==> src/shared/lpfc_pkg.sv <==
// constants, types and helpers shared by the fast clock request design
package lpfc_pkg;

   // axi4-lite register offsets (byte addresses)
   localparam int          ADDR_W          = 5;
   localparam logic [4:0]  OSC_CFG_ADDR    = 5'h00;
   localparam logic [4:0]  MCLK_CFG_ADDR   = 5'h04;
   localparam logic [4:0]  PMODE_CFG_ADDR  = 5'h08;
   localparam logic [4:0]  PERIPH_CFG_ADDR = 5'h0C;
   localparam logic [4:0]  STATUS_ADDR     = 5'h10;

   // osc_config_reg fields
   localparam int OSC_DISABLE_BIT    = 0;
   localparam int OSC_OFF_STOP_BIT   = 1;
   localparam int GLOBAL_BLOCK_BIT   = 2;
   localparam int IRQ_FAST_WAKE_BIT  = 3;
   localparam int OSC_LOW_FREQ_BIT   = 4;
   localparam logic [4:0] OSC_CFG_RST = 5'h00;

   // main_clock_config_reg fields
   localparam int SLOW_CLK_SEL_BIT   = 0;
   localparam int GATE_STBY_BIT      = 1;
   localparam int MID_FREQ_CLOCK_USE_BIT      = 2;
   localparam logic [2:0] MCLK_CFG_RST = 3'h0;

   // periph_clock_config_reg fields
   localparam int SPI_BLOCK_BIT      = 0;
   localparam int I2C_BLOCK_BIT      = 1;
   localparam int UART_BLOCK_BIT     = 2;
   localparam int TIM_C_MASK_BIT     = 3;
   localparam logic [3:0] PERIPH_CFG_RST = 4'h0;

   // deep_sleep_level_config encodings
   localparam logic [1:0] DSL_STOP     = 2'b00;
   localparam logic [1:0] DSL_STANDBY  = 2'b01;
   localparam logic [1:0] DSL_SHUTDOWN = 2'b10;
   localparam logic [1:0] PMODE_CFG_RST = 2'b00;

   // axi responses
   localparam logic [1:0] RESP_OKAY   = 2'b00;
   localparam logic [1:0] RESP_SLVERR = 2'b10;

   // hold period in system oscillator cycles, oscillator tick from core
   localparam int         CORE_MHZ     = 100;
   localparam int         OSC_BASE_MHZ = 24;
   localparam int         ACC_W        = 7;
   localparam logic [6:0] ACC_STEP     = 7'(OSC_BASE_MHZ);
   localparam logic [6:0] ACC_WRAP     = 7'(CORE_MHZ);
   localparam int         HOLD_W       = 6;
   localparam logic [5:0] HOLD_OSC_CYCLES = 6'd41;

   // synchronised request vector positions
   localparam int NUM_REQ  = 9;
   localparam int RQ_TIM_A = 0;
   localparam int RQ_TIM_B = 1;
   localparam int RQ_TIM_C = 2;
   localparam int RQ_GPIO  = 3;
   localparam int RQ_SPI   = 4;
   localparam int RQ_I2C   = 5;
   localparam int RQ_UART  = 6;
   localparam int RQ_ADC   = 7;
   localparam int RQ_IRQ   = 8;

   typedef enum logic [2:0] {
      MODE_RUN      = 3'b000,
      MODE_SLEEP    = 3'b001,
      MODE_STOP     = 3'b011,
      MODE_STANDBY  = 3'b010,
      MODE_SHUTDOWN = 3'b110
   } mode_t;

   function automatic logic is_deep(input mode_t m);
      is_deep = (m == MODE_STOP) || (m == MODE_STANDBY) ||
                (m == MODE_SHUTDOWN);
   endfunction

endpackage

==> src/shared/lpfc_if.sv <==
// link between the system controller and its requesting peripherals
`timescale 1ns/10ps
interface lpfc_if;
   logic       tim_a_irq;
   logic       tim_b_irq;
   logic       tim_c_irq;
   logic       gpio_req;
   logic       spi_act;
   logic       i2c_act;
   logic       uart_act;
   logic       adc_trig;
   logic       cpu_irq;
   logic       sleep_req;
   logic       deep_sleep_select;
   logic       osc_en;
   logic       osc_base;
   logic       mclk_on_osc;
   logic       cpu_clk_en;
   logic       bus_clk_en;
   logic       lf_clk_en;
   logic       timer_clk_en;
   logic       mid_freq_clock_en;
   logic       fast_active;
   logic [2:0] mode;

   modport dev (
      input  tim_a_irq, tim_b_irq, tim_c_irq, gpio_req, spi_act, i2c_act,
             uart_act, adc_trig, cpu_irq, sleep_req, deep_sleep_select,
      output osc_en, osc_base, mclk_on_osc, cpu_clk_en, bus_clk_en,
             lf_clk_en, timer_clk_en, mid_freq_clock_en, fast_active, mode
   );

   modport per (
      output tim_a_irq, tim_b_irq, tim_c_irq, gpio_req, spi_act, i2c_act,
             uart_act, adc_trig, cpu_irq, sleep_req, deep_sleep_select,
      input  osc_en, osc_base, mclk_on_osc, cpu_clk_en, bus_clk_en,
             lf_clk_en, timer_clk_en, mid_freq_clock_en, fast_active, mode
   );
endinterface

==> src/verilog/lpfc_hold_timer.sv <==
// hold period counter on a fractional system oscillator tick
`timescale 1ns/10ps
module lpfc_hold_timer
   import lpfc_pkg::*;
(
   input  wire logic core_clk_i,
   input  wire logic rst_i,
   input  wire logic clear_i,
   output logic      done_o
);
   logic [ACC_W-1:0]  acc_ff;
   logic [ACC_W-1:0]  nxt_acc;
   logic              osc_tick;
   logic [HOLD_W-1:0] cnt_ff;

   // 24 ticks per 100 core cycles, no exact integer divider exists
   always_comb begin
      nxt_acc  = acc_ff + ACC_STEP;
      osc_tick = 1'b0;
      if (nxt_acc >= ACC_WRAP) begin
         nxt_acc  = nxt_acc - ACC_WRAP;
         osc_tick = 1'b1;
      end
   end

   always_ff @(posedge core_clk_i or posedge rst_i) begin
      if (rst_i) begin
         acc_ff <= '0;
      end else begin
         acc_ff <= nxt_acc;
      end
   end

   always_ff @(posedge core_clk_i or posedge rst_i) begin
      if (rst_i) begin
         cnt_ff <= '0;
      end else if (clear_i) begin
         cnt_ff <= '0;
      end else if (osc_tick && cnt_ff != HOLD_OSC_CYCLES) begin
         cnt_ff <= cnt_ff + 6'd1;
      end
   end

   assign done_o = (cnt_ff == HOLD_OSC_CYCLES) && !clear_i;
endmodule

==> src/verilog/lpfc_system_controller_end.sv <==
// system controller: low-power mode entry and fast clock requests
//
// Register access over AXI4-Lite and the address map are this design's own decisions.
`timescale 1ns/10ps
module lpfc_system_controller_end
   import lpfc_pkg::*;
(
   input  wire logic        core_clk_i,
   input  wire logic        rst_i,
   lpfc_if.dev              link,
   input  wire logic [31:0] s_axi_awaddr_i,
   input  wire logic        s_axi_awvalid_i,
   output logic             s_axi_awready_o,
   input  wire logic [31:0] s_axi_wdata_i,
   input  wire logic [3:0]  s_axi_wstrb_i,
   input  wire logic        s_axi_wvalid_i,
   output logic             s_axi_wready_o,
   output logic [1:0]       s_axi_bresp_o,
   output logic             s_axi_bvalid_o,
   input  wire logic        s_axi_bready_i,
   input  wire logic [31:0] s_axi_araddr_i,
   input  wire logic        s_axi_arvalid_i,
   output logic             s_axi_arready_o,
   output logic [31:0]      s_axi_rdata_o,
   output logic [1:0]       s_axi_rresp_o,
   output logic             s_axi_rvalid_o,
   input  wire logic        s_axi_rready_i
);
   logic [4:0]         osc_cfg_ff;
   logic [2:0]         mclk_cfg_ff;
   logic [1:0]         pmode_cfg_ff;
   logic [3:0]         periph_cfg_ff;
   logic               aw_got_ff;
   logic               w_got_ff;
   logic [ADDR_W-1:0]  awaddr_ff;
   logic [31:0]        wdata_ff;
   logic               wstrb0_ff;
   logic               do_wr;
   logic [NUM_REQ-1:0] req_s1_ff;
   logic [NUM_REQ-1:0] req_s2_ff;
   logic [NUM_REQ-1:0] raw_req;
   mode_t              mode_ff;
   mode_t              nxt_mode;
   logic               osc_off_stop_act_ff;
   logic               gate_stby_act_ff;
   logic               low_freq_act_ff;
   logic               fast_active_ff;
   logic               cfg_changed_ff;
   logic               req_any;
   logic               on_base;
   logic               accept;
   logic               hold_done;
   logic               gated_stby;
   logic               cfg_wr;

   function automatic logic [31:0] read_mux(input logic [ADDR_W-1:0] a,
                                            input logic [15:0] st);
      case (a)
         OSC_CFG_ADDR:    read_mux = {27'h0, osc_cfg_ff};
         MCLK_CFG_ADDR:   read_mux = {29'h0, mclk_cfg_ff};
         PMODE_CFG_ADDR:  read_mux = {30'h0, pmode_cfg_ff};
         PERIPH_CFG_ADDR: read_mux = {28'h0, periph_cfg_ff};
         STATUS_ADDR:     read_mux = {16'h0, st};
         default:         read_mux = 32'h0000_0000;
      endcase
   endfunction

   function automatic logic mapped(input logic [ADDR_W-1:0] a);
      mapped = (a == OSC_CFG_ADDR) || (a == MCLK_CFG_ADDR) ||
               (a == PMODE_CFG_ADDR) || (a == PERIPH_CFG_ADDR) ||
               (a == STATUS_ADDR);
   endfunction

   // axi write channel: address and data taken in either order
   assign do_wr = aw_got_ff && w_got_ff && !s_axi_bvalid_o;

   always_ff @(posedge core_clk_i or posedge rst_i) begin
      if (rst_i) begin
         s_axi_awready_o <= 1'b1;
         s_axi_wready_o  <= 1'b1;
         s_axi_bvalid_o  <= 1'b0;
         s_axi_bresp_o   <= RESP_OKAY;
         aw_got_ff       <= 1'b0;
         w_got_ff        <= 1'b0;
         awaddr_ff       <= '0;
         wdata_ff        <= 32'h0000_0000;
         wstrb0_ff       <= 1'b0;
      end else begin
         if (s_axi_awvalid_i && s_axi_awready_o) begin
            aw_got_ff       <= 1'b1;
            awaddr_ff       <= s_axi_awaddr_i[ADDR_W-1:0];
            s_axi_awready_o <= 1'b0;
         end
         if (s_axi_wvalid_i && s_axi_wready_o) begin
            w_got_ff       <= 1'b1;
            wdata_ff       <= s_axi_wdata_i;
            wstrb0_ff      <= s_axi_wstrb_i[0];
            s_axi_wready_o <= 1'b0;
         end
         if (do_wr) begin
            aw_got_ff      <= 1'b0;
            w_got_ff       <= 1'b0;
            s_axi_bvalid_o <= 1'b1;
            // status is read only, writes to it are refused
            s_axi_bresp_o  <= (mapped(awaddr_ff) &&
                               awaddr_ff != STATUS_ADDR) ?
                              RESP_OKAY : RESP_SLVERR;
         end
         if (s_axi_bvalid_o && s_axi_bready_i) begin
            s_axi_bvalid_o  <= 1'b0;
            s_axi_awready_o <= 1'b1;
            s_axi_wready_o  <= 1'b1;
         end
      end
   end

   // axi read channel, answer one cycle after the address
   always_ff @(posedge core_clk_i or posedge rst_i) begin
      if (rst_i) begin
         s_axi_arready_o <= 1'b1;
         s_axi_rvalid_o  <= 1'b0;
         s_axi_rdata_o   <= 32'h0000_0000;
         s_axi_rresp_o   <= RESP_OKAY;
      end else if (s_axi_arvalid_i && s_axi_arready_o) begin
         s_axi_arready_o <= 1'b0;
         s_axi_rvalid_o  <= 1'b1;
         s_axi_rdata_o   <= read_mux(s_axi_araddr_i[ADDR_W-1:0],
                               {5'h0, cfg_changed_ff, req_any,
                                fast_active_ff, link.mid_freq_clock_en,
                                link.mclk_on_osc, link.osc_base,
                                link.osc_en, 1'b0, mode_ff});
         s_axi_rresp_o   <= mapped(s_axi_araddr_i[ADDR_W-1:0]) ?
                            RESP_OKAY : RESP_SLVERR;
      end else if (s_axi_rvalid_o && s_axi_rready_i) begin
         s_axi_rvalid_o  <= 1'b0;
         s_axi_arready_o <= 1'b1;
      end
   end

   // configuration registers, only the low byte lane carries fields
   always_ff @(posedge core_clk_i or posedge rst_i) begin
      if (rst_i) begin
         osc_cfg_ff    <= OSC_CFG_RST;
         mclk_cfg_ff   <= MCLK_CFG_RST;
         pmode_cfg_ff  <= PMODE_CFG_RST;
         periph_cfg_ff <= PERIPH_CFG_RST;
      end else if (do_wr && wstrb0_ff) begin
         case (awaddr_ff)
            OSC_CFG_ADDR:    osc_cfg_ff    <= wdata_ff[4:0];
            MCLK_CFG_ADDR:   mclk_cfg_ff   <= wdata_ff[2:0];
            PMODE_CFG_ADDR:  pmode_cfg_ff  <= wdata_ff[1:0];
            PERIPH_CFG_ADDR: periph_cfg_ff <= wdata_ff[3:0];
            default: ;
         endcase
      end
   end

   // peripheral requests arrive asynchronously
   assign raw_req = {link.cpu_irq, link.adc_trig, link.uart_act,
                     link.i2c_act, link.spi_act, link.gpio_req,
                     link.tim_c_irq, link.tim_b_irq, link.tim_a_irq};

   always_ff @(posedge core_clk_i or posedge rst_i) begin
      if (rst_i) begin
         req_s1_ff <= '0;
         req_s2_ff <= '0;
      end else begin
         req_s1_ff <= raw_req;
         req_s2_ff <= req_s1_ff;
      end
   end

   assign gated_stby = (mode_ff == MODE_STANDBY) && gate_stby_act_ff;

   always_comb begin
      req_any = req_s2_ff[RQ_GPIO] |
         (req_s2_ff[RQ_SPI]  & !periph_cfg_ff[SPI_BLOCK_BIT]) |
         (req_s2_ff[RQ_I2C]  & !periph_cfg_ff[I2C_BLOCK_BIT]) |
         (req_s2_ff[RQ_UART] & !periph_cfg_ff[UART_BLOCK_BIT]) |
         (req_s2_ff[RQ_ADC]  & (!link.osc_en | fast_active_ff)) |
         (req_s2_ff[RQ_IRQ]  & osc_cfg_ff[IRQ_FAST_WAKE_BIT]) |
         (gated_stby & (req_s2_ff[RQ_TIM_A] | req_s2_ff[RQ_TIM_B])) |
         (gated_stby & req_s2_ff[RQ_TIM_C] &
          periph_cfg_ff[TIM_C_MASK_BIT]);
      if (osc_cfg_ff[GLOBAL_BLOCK_BIT]) begin
         req_any = 1'b0;
      end
   end

   // already on oscillator at base rate: request would change nothing
   assign on_base = link.mclk_on_osc && link.osc_en && link.osc_base;
   assign accept  = req_any && !fast_active_ff && !on_base;
   assign cfg_wr  = do_wr && wstrb0_ff && (awaddr_ff == OSC_CFG_ADDR ||
                    awaddr_ff == MCLK_CFG_ADDR);

   lpfc_hold_timer u_hold (
      .core_clk_i (core_clk_i),
      .rst_i      (rst_i),
      .clear_i    (!fast_active_ff || req_any),
      .done_o     (hold_done)
   );

   // forced config is an overlay on the registers, so dropping it
   // restores the old setting or whatever the cpu wrote meanwhile
   always_ff @(posedge core_clk_i or posedge rst_i) begin
      if (rst_i) begin
         fast_active_ff <= 1'b0;
         cfg_changed_ff <= 1'b0;
      end else begin
         if (accept) begin
            fast_active_ff <= 1'b1;
         end else if (hold_done) begin
            fast_active_ff <= 1'b0;
         end
         if (cfg_wr && (fast_active_ff || accept)) begin
            cfg_changed_ff <= 1'b1;
         end else if (accept) begin
            cfg_changed_ff <= 1'b0;
         end
      end
   end

   always_comb begin
      nxt_mode = mode_ff;
      case (mode_ff)
         MODE_RUN: begin
            if (link.sleep_req && !link.deep_sleep_select) begin
               nxt_mode = MODE_SLEEP;
            end else if (link.sleep_req) begin
               case (pmode_cfg_ff)
                  DSL_STOP:     nxt_mode = MODE_STOP;
                  DSL_STANDBY:  nxt_mode = MODE_STANDBY;
                  DSL_SHUTDOWN: nxt_mode = MODE_SHUTDOWN;
                  default:      nxt_mode = MODE_STOP;
               endcase
            end
         end
         MODE_SLEEP, MODE_STOP: begin
            if (req_s2_ff[RQ_IRQ]) begin
               nxt_mode = MODE_RUN;
            end
         end
         MODE_STANDBY: begin
            if (req_s2_ff[RQ_IRQ] || (gated_stby &&
                (req_s2_ff[RQ_TIM_A] || req_s2_ff[RQ_TIM_B]))) begin
               nxt_mode = MODE_RUN;
            end
         end
         MODE_SHUTDOWN: nxt_mode = MODE_SHUTDOWN;
         default:       nxt_mode = MODE_RUN;
      endcase
   end

   always_ff @(posedge core_clk_i or posedge rst_i) begin
      if (rst_i) begin
         mode_ff <= MODE_RUN;
      end else begin
         mode_ff <= nxt_mode;
      end
   end

   // deferred policy bits sampled only at deep sleep entry
   always_ff @(posedge core_clk_i or posedge rst_i) begin
      if (rst_i) begin
         osc_off_stop_act_ff <= 1'b0;
         gate_stby_act_ff    <= 1'b0;
         low_freq_act_ff     <= 1'b0;
      end else if (mode_ff == MODE_RUN && link.sleep_req &&
                   link.deep_sleep_select) begin
         osc_off_stop_act_ff <= osc_cfg_ff[OSC_OFF_STOP_BIT];
         gate_stby_act_ff    <= mclk_cfg_ff[GATE_STBY_BIT];
         low_freq_act_ff     <= osc_cfg_ff[OSC_LOW_FREQ_BIT];
      end
   end

   // clock tree controls, registered so the link sees clean levels
   always_ff @(posedge core_clk_i or posedge rst_i) begin
      if (rst_i) begin
         link.osc_en       <= 1'b1;
         link.osc_base     <= 1'b1;
         link.mclk_on_osc  <= 1'b1;
         link.cpu_clk_en   <= 1'b1;
         link.bus_clk_en   <= 1'b1;
         link.lf_clk_en    <= 1'b1;
         link.timer_clk_en <= 1'b1;
         link.mid_freq_clock_en     <= 1'b0;
         link.fast_active  <= 1'b0;
         link.mode         <= MODE_RUN;
      end else begin
         if (fast_active_ff) begin
            link.osc_en      <= 1'b1;
            link.osc_base    <= 1'b1;
            link.mclk_on_osc <= 1'b1;
            link.bus_clk_en  <= 1'b1;
         end else begin
            // disable and slow select are live, not deferred
            link.osc_en <= !osc_cfg_ff[OSC_DISABLE_BIT] &&
               !(mode_ff == MODE_STOP && osc_off_stop_act_ff) &&
               mode_ff != MODE_STANDBY && mode_ff != MODE_SHUTDOWN;
            link.osc_base <= is_deep(mode_ff) ? !low_freq_act_ff :
                             !osc_cfg_ff[OSC_LOW_FREQ_BIT];
            link.mclk_on_osc <= !mclk_cfg_ff[SLOW_CLK_SEL_BIT] &&
               mode_ff != MODE_STANDBY && mode_ff != MODE_SHUTDOWN;
            link.bus_clk_en <= !gated_stby &&
                               mode_ff != MODE_SHUTDOWN;
         end
         link.cpu_clk_en   <= mode_ff == MODE_RUN;
         link.lf_clk_en    <= !gated_stby && mode_ff != MODE_SHUTDOWN;
         link.timer_clk_en <= mode_ff != MODE_SHUTDOWN;
         link.mid_freq_clock_en     <= mclk_cfg_ff[MID_FREQ_CLOCK_USE_BIT] &&
            (fast_active_ff || !is_deep(mode_ff));
         link.fast_active  <= fast_active_ff;
         link.mode         <= mode_ff;
      end
   end
endmodule
==> src/flat_wrapper.sv <==
// flat-port wrapper written by rule: the top's interface ports become plain ports
module lpfc_system_controller_end_flat import lpfc_pkg::*;
  (core_clk_i, rst_i, s_axi_awaddr_i, s_axi_awvalid_i, s_axi_awready_o, s_axi_wdata_i, s_axi_wstrb_i, s_axi_wvalid_i, s_axi_wready_o, s_axi_bresp_o, s_axi_bvalid_o, s_axi_bready_i, s_axi_araddr_i, s_axi_arvalid_i, s_axi_arready_o, s_axi_rdata_o, s_axi_rresp_o, s_axi_rvalid_o, s_axi_rready_i, link_tim_a_irq, link_tim_b_irq, link_tim_c_irq, link_gpio_req, link_spi_act, link_i2c_act, link_uart_act, link_adc_trig, link_cpu_irq, link_sleep_req, link_deep_sleep_select, link_osc_en, link_osc_base, link_mclk_on_osc, link_cpu_clk_en, link_bus_clk_en, link_lf_clk_en, link_timer_clk_en, link_mid_freq_clock_en, link_fast_active, link_mode);
  lpfc_if link_i ();
  input  wire logic core_clk_i;
  input  wire logic rst_i;
  input  wire logic [31:0] s_axi_awaddr_i;
  input  wire logic s_axi_awvalid_i;
  output logic s_axi_awready_o;
  input  wire logic [31:0] s_axi_wdata_i;
  input  wire logic [3:0] s_axi_wstrb_i;
  input  wire logic s_axi_wvalid_i;
  output logic s_axi_wready_o;
  output logic [1:0] s_axi_bresp_o;
  output logic s_axi_bvalid_o;
  input  wire logic s_axi_bready_i;
  input  wire logic [31:0] s_axi_araddr_i;
  input  wire logic s_axi_arvalid_i;
  output logic s_axi_arready_o;
  output logic [31:0] s_axi_rdata_o;
  output logic [1:0] s_axi_rresp_o;
  output logic s_axi_rvalid_o;
  input  wire logic s_axi_rready_i;
  input wire logic [$bits(link_i.tim_a_irq)-1:0] link_tim_a_irq;
  input wire logic [$bits(link_i.tim_b_irq)-1:0] link_tim_b_irq;
  input wire logic [$bits(link_i.tim_c_irq)-1:0] link_tim_c_irq;
  input wire logic [$bits(link_i.gpio_req)-1:0] link_gpio_req;
  input wire logic [$bits(link_i.spi_act)-1:0] link_spi_act;
  input wire logic [$bits(link_i.i2c_act)-1:0] link_i2c_act;
  input wire logic [$bits(link_i.uart_act)-1:0] link_uart_act;
  input wire logic [$bits(link_i.adc_trig)-1:0] link_adc_trig;
  input wire logic [$bits(link_i.cpu_irq)-1:0] link_cpu_irq;
  input wire logic [$bits(link_i.sleep_req)-1:0] link_sleep_req;
  input wire logic [$bits(link_i.deep_sleep_select)-1:0] link_deep_sleep_select;
  output wire logic [$bits(link_i.osc_en)-1:0] link_osc_en;
  output wire logic [$bits(link_i.osc_base)-1:0] link_osc_base;
  output wire logic [$bits(link_i.mclk_on_osc)-1:0] link_mclk_on_osc;
  output wire logic [$bits(link_i.cpu_clk_en)-1:0] link_cpu_clk_en;
  output wire logic [$bits(link_i.bus_clk_en)-1:0] link_bus_clk_en;
  output wire logic [$bits(link_i.lf_clk_en)-1:0] link_lf_clk_en;
  output wire logic [$bits(link_i.timer_clk_en)-1:0] link_timer_clk_en;
  output wire logic [$bits(link_i.mid_freq_clock_en)-1:0] link_mid_freq_clock_en;
  output wire logic [$bits(link_i.fast_active)-1:0] link_fast_active;
  output wire logic [$bits(link_i.mode)-1:0] link_mode;
  assign link_i.tim_a_irq = link_tim_a_irq;
  assign link_i.tim_b_irq = link_tim_b_irq;
  assign link_i.tim_c_irq = link_tim_c_irq;
  assign link_i.gpio_req = link_gpio_req;
  assign link_i.spi_act = link_spi_act;
  assign link_i.i2c_act = link_i2c_act;
  assign link_i.uart_act = link_uart_act;
  assign link_i.adc_trig = link_adc_trig;
  assign link_i.cpu_irq = link_cpu_irq;
  assign link_i.sleep_req = link_sleep_req;
  assign link_i.deep_sleep_select = link_deep_sleep_select;
  assign link_osc_en = link_i.osc_en;
  assign link_osc_base = link_i.osc_base;
  assign link_mclk_on_osc = link_i.mclk_on_osc;
  assign link_cpu_clk_en = link_i.cpu_clk_en;
  assign link_bus_clk_en = link_i.bus_clk_en;
  assign link_lf_clk_en = link_i.lf_clk_en;
  assign link_timer_clk_en = link_i.timer_clk_en;
  assign link_mid_freq_clock_en = link_i.mid_freq_clock_en;
  assign link_fast_active = link_i.fast_active;
  assign link_mode = link_i.mode;
  lpfc_system_controller_end u_core (.core_clk_i(core_clk_i), .rst_i(rst_i), .link(link_i), .s_axi_awaddr_i(s_axi_awaddr_i), .s_axi_awvalid_i(s_axi_awvalid_i), .s_axi_awready_o(s_axi_awready_o), .s_axi_wdata_i(s_axi_wdata_i), .s_axi_wstrb_i(s_axi_wstrb_i), .s_axi_wvalid_i(s_axi_wvalid_i), .s_axi_wready_o(s_axi_wready_o), .s_axi_bresp_o(s_axi_bresp_o), .s_axi_bvalid_o(s_axi_bvalid_o), .s_axi_bready_i(s_axi_bready_i), .s_axi_araddr_i(s_axi_araddr_i), .s_axi_arvalid_i(s_axi_arvalid_i), .s_axi_arready_o(s_axi_arready_o), .s_axi_rdata_o(s_axi_rdata_o), .s_axi_rresp_o(s_axi_rresp_o), .s_axi_rvalid_o(s_axi_rvalid_o), .s_axi_rready_i(s_axi_rready_i));
endmodule
==> config.mk <==
export PLATFORM = sky130hd
export DESIGN_NAME = lpfc_system_controller_end_flat
export DESIGN_NICKNAME = d
export VERILOG_FILES = /design/src/shared/lpfc_pkg.sv /design/src/shared/lpfc_if.sv /design/src/verilog/lpfc_hold_timer.sv /design/src/verilog/lpfc_system_controller_end.sv /design/src/flat_wrapper.sv
export SDC_FILE = /design/constraint.sdc
export NUM_CORES = 1
export LEC_CHECK = 0
export ABC_AREA = 1
export BUFFER_PORTS_ARGS = -buffer_cell sky130_fd_sc_hd__buf_2
export CAP_MARGIN = 20
export CORE_MARGIN = 4
export CORE_UTILIZATION = 54
export CTS_BUF_LIST = sky130_fd_sc_hd__clkbuf_4
export DETAILED_ROUTE_END_ITERATION = 10
export PLACE_DENSITY = 0.94
export SYNTH_ARGS = -nofsm -noshare
export SYNTH_HDL_FRONTEND = slang
export SYNTH_SLANG_ARGS = --single-unit
==> constraint.sdc <==
create_clock -name core_clk_i -period 8.7 [get_ports core_clk_i]
set_input_delay 1.74 -clock core_clk_i [delete_from_list [all_inputs] [get_ports core_clk_i]]
set_output_delay 1.74 -clock core_clk_i [all_outputs]
set_load 0.03 [all_outputs]
==> results of run 1 <==
per-layer routing:
metal / up-vias / track usage
met4: 0 / 0.0806
met1: 1464 / 0.244
li1: 1548 / -
met3: 15 / 0.0496
met2: 125 / 0.319
met5: - / 0
final cells by class:
type / instances / area, um^2
inverters: 58 / 219
repair buffers: 64 / 323
well taps: 102 / 128
multi-input cells: 298 / 1540
fillers: 647 / 2970
clock buffers: 9 / 67.6
clock inverters: 7 / 78.8
flip-flops and latches: 94 / 2360
worst reg2reg max path: cells and delay by family (launching register included):
kind          cells  cell delay (ns)
flops             1             0.47
buf+inv           1             0.08
fa+ha+maj         1             0.33
simple gates      8             0.86
cells in the final DEF, fill, tap and decap left out, drive strengths merged:
cell / count
xor2: 2
a21o: 1
nor4: 1
a21boi: 1
nand3: 23
nor3: 3
nand4: 18
nand3b: 1
o31ai: 1
o21ai: 46
conb: 23
nand2: 132
ha: 8
and3: 1
or2: 2
dfrtp: 84
inv: 60
and2: 1
buf: 64
dfstp: 10
bufinv: 1
clkinvlp: 1
clkinv: 3
a21oi: 6
nor2: 27
clkbuf: 9
a22o: 1
metrics by stage:
stage / utilization / hold WS [ns] / setup slack, ns / instance area, um^2
global placement: 0.595 / 0.332 / 5.73 / 4570
CTS: 0.614 / 0.368 / 5.70 / 4720
finish: 0.614 / 0.366 / 5.73 / 4720
global route: 0.614 / 0.376 / 5.64 / 4720
floorplan: - / 0.331 / 4.53 / 4310
detailed placement: 0.595 / 0.335 / 5.71 / 4570
flip-flops by register name, summed over array words and instances (netlist names), 2 cells and up:
register,cells
u_core.u_hold.acc_ff,5
u_core.wdata_ff,5
u_core.mode_ff,3
u_core.pmode_cfg_ff,2
u_core.req_s2_ff,9
u_core.req_s1_ff,9
u_core.link.mode,3
u_core.s_axi_rdata_o,11
u_core.osc_cfg_ff,5
u_core.u_hold.cnt_ff,6
u_core.periph_cfg_ff,4
u_core.awaddr_ff,5
u_core.mclk_cfg_ff,3
cells by family (layout without fill, tap and decap cells):
group           after synthesis  count (layout)
buf+inv                      85             138
compound gates               56              56
flops                        94              94
fa+ha+maj                     8               8
xor+xnor                      2               2
other cells                   1              23
simple gates                209             209
power by group:
part	switching [mW]	leakage, nW	internal (mW)	total (mW)
Sequential	0.0781	1.17	0.545	0.623
Combinational	0.256	1.21	0.108	0.364
Clock	0.153	0.0769	0.0919	0.245
Total	0.487	2.46	0.745	1.23
how the worst max path moves through the flow:
stage                                to  depth (start not counted)  slack (ns)          startpoint
detailed placement  u_core.link.mode[0]                          3        5.71               rst_i
global route                link_osc_en                          1        5.64  u_core.link.osc_en
floorplan              u_core.aw_got_ff                          1        4.53               rst_i
CTS                         link_osc_en                          1        5.70  u_core.link.osc_en
finish                      link_osc_en                          1        5.73  u_core.link.osc_en
global placement    u_core.link.mode[0]                          3        5.73               rst_i
==> flow_summary.ini, run 1 <==
[place]
io_buffer_count = 63
placed_cells = 616
gp_congestion = 0.868
estimated_wirelength_of_the_detail_placed_design_um = 6030

[layout]
finalNetCount = 651
share_of_cells_above_drive_strength_1 = 0.234
instances_no_fill = 632
synthToLayoutAreaGrowth_pct = 11.6
antenna-diode-count = 0

[setup_path]
reg2reg_from = u_core.u_hold.acc_ff[3]
arrival_ns = 1.23
r2r_end = u_core.u_hold.cnt_ff[0]
setup.worst_path.start_class = flip-flop
critical_path_max_stage_delay_ns = 0.59
critical_path_peak_fanout = 4
critical_path.slowest_cell = sky130_fd_sc_hd__dfstp_2
worstSetupEndpointType = output port
cp_data_required_time_ns = 6.96
crit_path_cell_trace = buf_2
worst-r2r-setup-slack_ns = 6.91
crit_family = flip-flops
number_of_buffer_and_inverter_stages_on_the_critical_path = 1
r2r_cells = 10
critPathKind = flip-flop to output port

[global_routing]
grt_first_pass_wirelength_um = 13900
grt_max_degree = 58
antenna_found_initial = 0
first_global_vias = 3050
grt_overflow = 0
grt.total_usage = 0.194

[yosys]
synth.ff_latch_count = 94
synth.area.top_cells = sky130_fd_sc_hd__dfrtp_1, sky130_fd_sc_hd__nand2_1, sky130_fd_sc_hd__dfstp_2, sky130_fd_sc_hd__inv_1, sky130_fd_sc_hd__o21ai_0
xor_xnor_cell_area_share_of_the_yosys_netlist = 0.00414
synth.yosys.warnings = 0
dominant_combinational_cell_family_by_area_after_synthesis = simple AND/OR/NAND/NOR gates
postSynthAreaPerCell_um2 = 9.29
synth_top_cells_by_count = sky130_fd_sc_hd__nand2_1, sky130_fd_sc_hd__dfrtp_1, sky130_fd_sc_hd__inv_1
synth_area_um2 = 4230
postSynth.topFlopCell = sky130_fd_sc_hd__dfrtp_1
post_synth_mux_area_share = 0
share_of_synthesized_area_occupied_by_flip_flops_and_latches = 0.559
synth_most_common_cell = sky130_fd_sc_hd__nand2_1
synth_adder_area_share = 0.0237
yosys_cell_types = 40
synth_area_in_compound_gates = 0.0707
syn-instance-count = 455
netlist.top_cell.by_area = sky130_fd_sc_hd__dfrtp_1
synth_async_sr_flop_share = 1.00
synth_simple_gate_area_frac = 0.245
synth_top_cell_area_share = 0.497
synth_enable_flop_cells = 0

[drt]
detail_route.vias_per_cell = 4.99
met3_wirelength_um = 593
dr_total_vias = 3152
m1_wl_um = 3530
drtAntennaViolNets = 0
drc_errors = 0
detailed_route_wirelength_on_metal2_um = 3900
drt_iter0_markers = 187
wl_um = 8160
drt_pass1_iterations = 4
routed.top_layer = met4
routedWlPerCell_um = 12.9

[floorplan]
die_width_um = 96.5
die_y_um = 96.5
placeable_core_area_um2 = 7690
floorplan.rows = 32
initial_core_util = 0.550
boundaryPins = 171
die_area_um2 = 9310

[timing]
final.setup.tns_ns = 0
max_freq_mhz = 336
max-slew-margin-rel = 0.557
setup_violations = 0
period_share = 0.342
fin_worst_skew_ns = 0.0157
grt_setup_unrepaired = no
period_minus_slack_ns = 2.97
slew_violations = 0
worst_slew_pin_slew_ns = 0.665
hold_viol_final = 0

[cts]
cts_tree = yes
h-tree-depth = 3
clock_sinks = 94
clk_pin_slew_ns = 0.15
cts_resized = 0
cts_root_buffer_type = sky130_fd_sc_hd__clkbuf_4
cts_setup_buffers = 0
cts_hold_repair.buffers = 0
cts_max_path_buffers = 2
worstSkewPairLatency_ns = 0.44
tritoncts.num_buffers = 9

[pwr]
ir_worst_vdd_mv = 0.133
cellLeakagePower_nw = 2.46
design_power_total_mw = 1.23
power_density_nw_per_um2 = 261

[job]
drv_cap = 0

[worst_hold_path]
worstHoldPathType = flip-flop to flip-flop
whs_path_depth = 0
worstHoldEndpoint = u_core.req_s2_ff[0]
holdCritStartpoint = u_core.req_s1_ff[0]

[status]
status = completed
Note: power is estimated with default switching activity, not from simulation.
==> inputs of run 2 (changes only) <==
- CORE_UTILIZATION: 54 -> 50
- PLACE_DENSITY: 0.94 -> 0.88
- clock period: 8.7 -> 2.8 ns (I/O delays scaled with it)
==> run 2 against run 1 <==
Net effect:
- flip-flop and latch count unchanged
- core utilization down 3.6 points
- non-clock buffer count unchanged
- hold slack worse by 0.16 ns
- design area up 0.64%
- first-iteration DRC count down 5.9%
- power rose to 3.1 times the previous value
- clock power rose to 3.2 times the previous value
- critical path type unchanged
- largest cell class unchanged
==> flow_summary.ini, run 2 (synthesis gave the netlist of run 1 again) <==
[status]
status = completed

[timing]
setup_violations = 0
period_share = 0.640
period_minus_slack_ns = 1.79
final.setup.tns_ns = 0
timing.final.ws_setup_ns = 1.01
hold_viol_final = 0
max_freq_mhz = 558
fin_worst_skew_ns = 0.00782
slew_violations = 0
grt_setup_unrepaired = no

[floorplan]
placeable_core_area_um2 = 8220
die_width_um = 100
die_area_um2 = 9990
boundaryPins = 171
initial_core_util = 0.515
die_y_um = 100
floorplan.rows = 33

[global_routing]
antenna_found_initial = 0
grt.total_usage = 0.173
grt_overflow = 0
grt_first_pass_wirelength_um = 13900
first_global_vias = 3055
grt_max_degree = 95

[setup_path]
crit_path_start = u_core.link.osc_en
critical_path_peak_fanout = 4
critPathKind = flip-flop to output port
number_of_buffer_and_inverter_stages_on_the_critical_path = 1
worstSetupEndpointType = output port
r2r_cells = 9
arrival_ns = 1.23
crit_path_to = link_osc_en
worst-r2r-setup-slack_ns = 1.06
crit_path_cell_trace = buf_2
cp_data_required_time_ns = 2.24
worst-path-stages = 1
setup.worst_path.start_class = flip-flop
critical_path_max_stage_delay_ns = 0.59
reg2reg_from = u_core.u_hold.acc_ff[3]
crit_family = flip-flops
critical_path.slowest_cell = sky130_fd_sc_hd__dfstp_2
r2r_end = u_core.u_hold.cnt_ff[2]

[layout]
multi_input_comb_area_um2 = 1540
regArea_um2 = 2360
synthToLayoutAreaGrowth_pct = 12.3
layout_top_registers = u_core.s_axi_rdata_o x11, u_core.req_s1_ff x9, u_core.req_s2_ff x9
largest_register_ffs = 11
layout_common_cells = sky130_fd_sc_hd__nand2_1, sky130_fd_sc_hd__dfrtp_1, sky130_fd_sc_hd__buf_2, sky130_fd_sc_hd__inv_1, sky130_fd_sc_hd__o21ai_0
antenna-diode-count = 0
largest_reg_by_ff_count = u_core.s_axi_rdata_o
layout.filler_cells = 694
layout_commonest_cell = sky130_fd_sc_hd__nand2_1
share_of_cells_above_drive_strength_1 = 0.236
finalNetCount = 651

[drt]
routedWlPerCell_um = 13.0
dr_total_vias = 3167
drtAntennaViolNets = 0
drt_iter0_markers = 176
drc_errors = 0
drt_pass1_iterations = 5
detail_route.vias_per_cell = 4.99
wl_um = 8270

[cts]
h-tree-depth = 3
cts_max_path_buffers = 2
cts_resized = 0
cts_tree = yes
cts_root_buffer_type = sky130_fd_sc_hd__clkbuf_4
clk_pin_slew_ns = 0.15
cts_hold_repair.buffers = 0
cts_setup_buffers = 0
tritoncts.num_buffers = 9
clock_sinks = 94
worstSkewPairLatency_ns = 0.45

[job]
drv_cap = 0

[pwr]
ir_worst_vdd_mv = 0.411
power_density_nw_per_um2 = 811
cellLeakagePower_nw = 2.46
design_power_total_mw = 3.85

[worst_hold_path]
holdCritStartpoint = link_spi_act
worstHoldPathType = input pin to flip-flop

[place]
estimated_wirelength_of_the_detail_placed_design_um = 6090
place_ws_ns = 1.07
gp_congestion = 0.856
io_buffer_count = 63
-- run 2: how the worst min path moves through the flow --
stage | to | slack [ns] | cells past startpoint
floorplan | u_core.req_s2_ff[0] | 0.33 | 0
global placement | u_core.req_s2_ff[0] | 0.33 | 0
detailed placement | u_core.req_s2_ff[5] | 0.33 | 0
CTS | u_core.req_s1_ff[4] | 0.18 | 1
global route | u_core.req_s1_ff[1] | 0.15 | 1
finish | u_core.req_s1_ff[4] | 0.20 | 1
-- run 2: final cells by class --
| cell class | instances | area share |
|---|---|---|
| repair buffers | 64 | 0.0706 |
| flip-flops and latches | 94 | 0.498 |
| inverters | 58 | 0.0466 |
| clock buffers | 9 | 0.0142 |
| multi-input cells | 298 | 0.324 |
| clock inverters | 7 | 0.0190 |
| well taps | 105 | 0.0277 |
-- run 2: metrics by stage --
stage,instances,hold WS (ns),instance area [um^2],util
after CTS,635,0.178,4750,0.578
after floorplan,477,0.331,4320,-
after global placement,619,0.332,4590,0.559
final,635,0.202,4750,0.578
after detailed placement,619,0.335,4590,0.559
after global routing,635,0.154,4750,0.578
-- run 2: metal layers --
| layer | vias to the layer above | track usage | routed length, um |
|---|---|---|---|
| met5 | - | 0 | 0 |
| met4 | 0 | 0.0798 | 191 |
| met3 | 16 | 0.0285 | 578 |
| met2 | 129 | 0.281 | 3950 |
| li1 | 1548 | - | - |
| met1 | 1474 | 0.230 | 3550 |
-- run 2: where the power goes --
group          switching [mW]  internal (mW)  leakage (nW)
Clock                   0.487          0.292        0.0778
Sequential              0.241           1.69          1.17
Combinational           0.801          0.338          1.21
Total                    1.53           2.32          2.46
==> inputs of run 3 (changes only) <==
- CORE_UTILIZATION: 50 -> 45
- PLACE_DENSITY: 0.88 -> 0.84
- clock period: 2.8 -> 1.6 ns (I/O delays scaled with it)
==> run 3 against run 2 <==
Net effect:
- the run now ends with hold timing left
- sequential power rose by 75%
- sequential share of layout area decreased by 1.9 points
- clock power increased by 45%
- register-to-register slack worse by 1.0 ns
- wire length increased by 6.5%
- setup slack worse by 0.96 ns
- non-clock buffer count up 21
- critical path type is now flip-flop to flip-flop
- critical endpoint is now u_core.u_hold.cnt_ff[5]
- largest power group unchanged
==> flow_summary.ini, run 3 (synthesis gave the netlist of run 1 again) <==
[floorplan]
initial_core_util = 0.460
boundaryPins = 171
die_y_um = 105
placeable_core_area_um2 = 9200
die_area_um2 = 11000
die_width_um = 105
floorplan.rows = 35

[status]
violations = hold timing
status = finished with violations

[layout]
layout_top_registers = u_core.s_axi_rdata_o x11, u_core.req_s1_ff x9, u_core.req_s2_ff x9
layout_common_cells = sky130_fd_sc_hd__nand2_1, sky130_fd_sc_hd__dfrtp_1, sky130_fd_sc_hd__buf_2, sky130_fd_sc_hd__inv_1, sky130_fd_sc_hd__o21ai_0
share_of_cells_above_drive_strength_1 = 0.259
synthToLayoutAreaGrowth_pct = 16.8
instances_no_fill = 663
layout.filler_cells = 823
finalNetCount = 673
largest_reg_by_ff_count = u_core.s_axi_rdata_o
largest_register_ffs = 11
layout_commonest_cell = sky130_fd_sc_hd__nand2_1
final_util = 0.537
antenna-diode-count = 0

[place]
estimated_wirelength_of_the_detail_placed_design_um = 6260
io_buffer_count = 63
placed_cells = 633
gp_congestion = 0.819
place_ws_ns = -0.0162

[setup_path]
critical_path_peak_fanout = 5
critical_path.slowest_cell = sky130_fd_sc_hd__dfrtp_1
critical_path_max_stage_delay_ns = 0.38
setup.worst_path.start_class = flip-flop
cp_common_cell = sky130_fd_sc_hd__nand2_1
cp_data_required_time_ns = 1.95
crit_path_cell_trace = inv_2 -> ha_4 -> nand2_1 -> nand3_1 -> nand2_2 -> nor2_4 -> nand4_1 -> nand2_1 -> nor2_2
arrival_ns = 1.90
number_of_buffer_and_inverter_stages_on_the_critical_path = 1
crit_path_start = u_core.u_hold.acc_ff[3]
reg2reg_from = u_core.u_hold.acc_ff[3]
critPathKind = flip-flop to flip-flop
worstSetupEndpointType = flip-flop
crit_family = simple AND/OR/NAND/NOR gates

[global_routing]
first_global_vias = 3197
grt_overflow = 0
grt_first_pass_wirelength_um = 14900
grt.total_usage = 0.165
antenna_found_initial = 0
grt_max_degree = 95

[timing]
setup_violations = 0
max_freq_mhz = 646
worst_slew_pin_slew_ns = 0.500
hold-worst-slack_ns = -0.00375
timing.final.ws_setup_ns = 0.0527
slew_violations = 0
fin_worst_skew_ns = 0.0149
hold_viol_final = 7
period_minus_slack_ns = 1.55
max-slew-margin-rel = 0.663
period_share = 0.967

[cts]
cts_max_path_buffers = 2
cts_tree = yes
clock_sinks = 94
clk_pin_slew_ns = 0.14
cts_root_buffer_type = sky130_fd_sc_hd__clkbuf_4
h-tree-depth = 3
tritoncts.num_buffers = 9
worstSkewPairLatency_ns = 0.45

[drt]
drt_iter0_markers = 170
drt_pass1_iterations = 5
routedWlPerCell_um = 13.3
wl_um = 8810
drtAntennaViolNets = 0
detail_route.vias_per_cell = 4.93
drc_errors = 0
dr_total_vias = 3266

[job]
drv_cap = 0

[pwr]
design_power_total_mw = 6.55
ir_worst_vdd_mv = 0.834
power_density_nw_per_um2 = 1330
cellLeakagePower_nw = 2.55

[worst_hold_path]
worstHoldPathType = input pin to async pin
## run 3: final cells by class
type	count	area [um^2]	share of cell area
Clock inverter	7	48.8	0.00988
Tap cell	111	139	0.0281
Multi-Input combinational cell	299	1570	0.319
Inverter	58	221	0.0448
Timing Repair Buffer	85	523	0.106
Sequential cell	94	2360	0.479
Clock buffer	9	67.6	0.0137
## run 3: report_power, final
part / switching (mW) / internal [mW]
sequential: 0.406 / 2.96
clock: 0.802 / 0.326
combinational: 1.41 / 0.648
total: 2.62 / 3.94
## run 3: per-layer routing
layer / global-route usage / up-vias / part of all wire
li1: - / 1586 / -
met1: 0.220 / 1555 / 0.42
met2: 0.266 / 114 / 0.51
met3: 0.0432 / 11 / 0.056
met4: 0.0487 / 0 / 0.014
met5: 0 / - / 0
## run 3: what timing repair did
action | in CTS | in global routing
resized for setup | 1 | 10
hold buffers | 10 | 0
pin swaps | 1 | 6
endpoints found under the setup margin | 7 | 10
cloned | 0 | 1
buffers inserted | 0 | 3
hold endpoints to repair | 10 | 0
## run 3: worst reg2reg max path, delay by kind of cell (launching register included)
family / cells / cell delay (ns)
simple gates: 7 / 0.74
fa+ha+maj: 1 / 0.27
flops: 1 / 0.38
buf+inv: 1 / 0.07
## run 3: path summary, 6_finish.rpt
| kind | to | slack [ns] | cells after the start |
|---|---|---|---|
| worst max-delay path | u_core.u_hold.cnt_ff[5] | 0.05 | 9 |
| worst min-delay path | u_core.link.mode[0] | -0.004 | 3 |
| worst max register to register | u_core.u_hold.cnt_ff[5] | 0.05 | 9 |
| worst min register to register | u_core.req_s2_ff[1] | 0.36 | 0 |
| max in group asynchronous | u_core.s_axi_wready_o | 1.24 | 3 |
| min in group core_clk_i | u_core.s_axi_awready_o | 0.03 | 2 |
## run 3: stage by stage
| stage | cell area (um^2) | TNS (ns) |
|---|---|---|
| floorplan | 4320 | 0 |
| global placement | 4660 | 0 |
| detailed placement | 4660 | -0.0250 |
| CTS | 4890 | 0 |
| global route | 4940 | -0.217 |
| finish | 4940 | 0 |
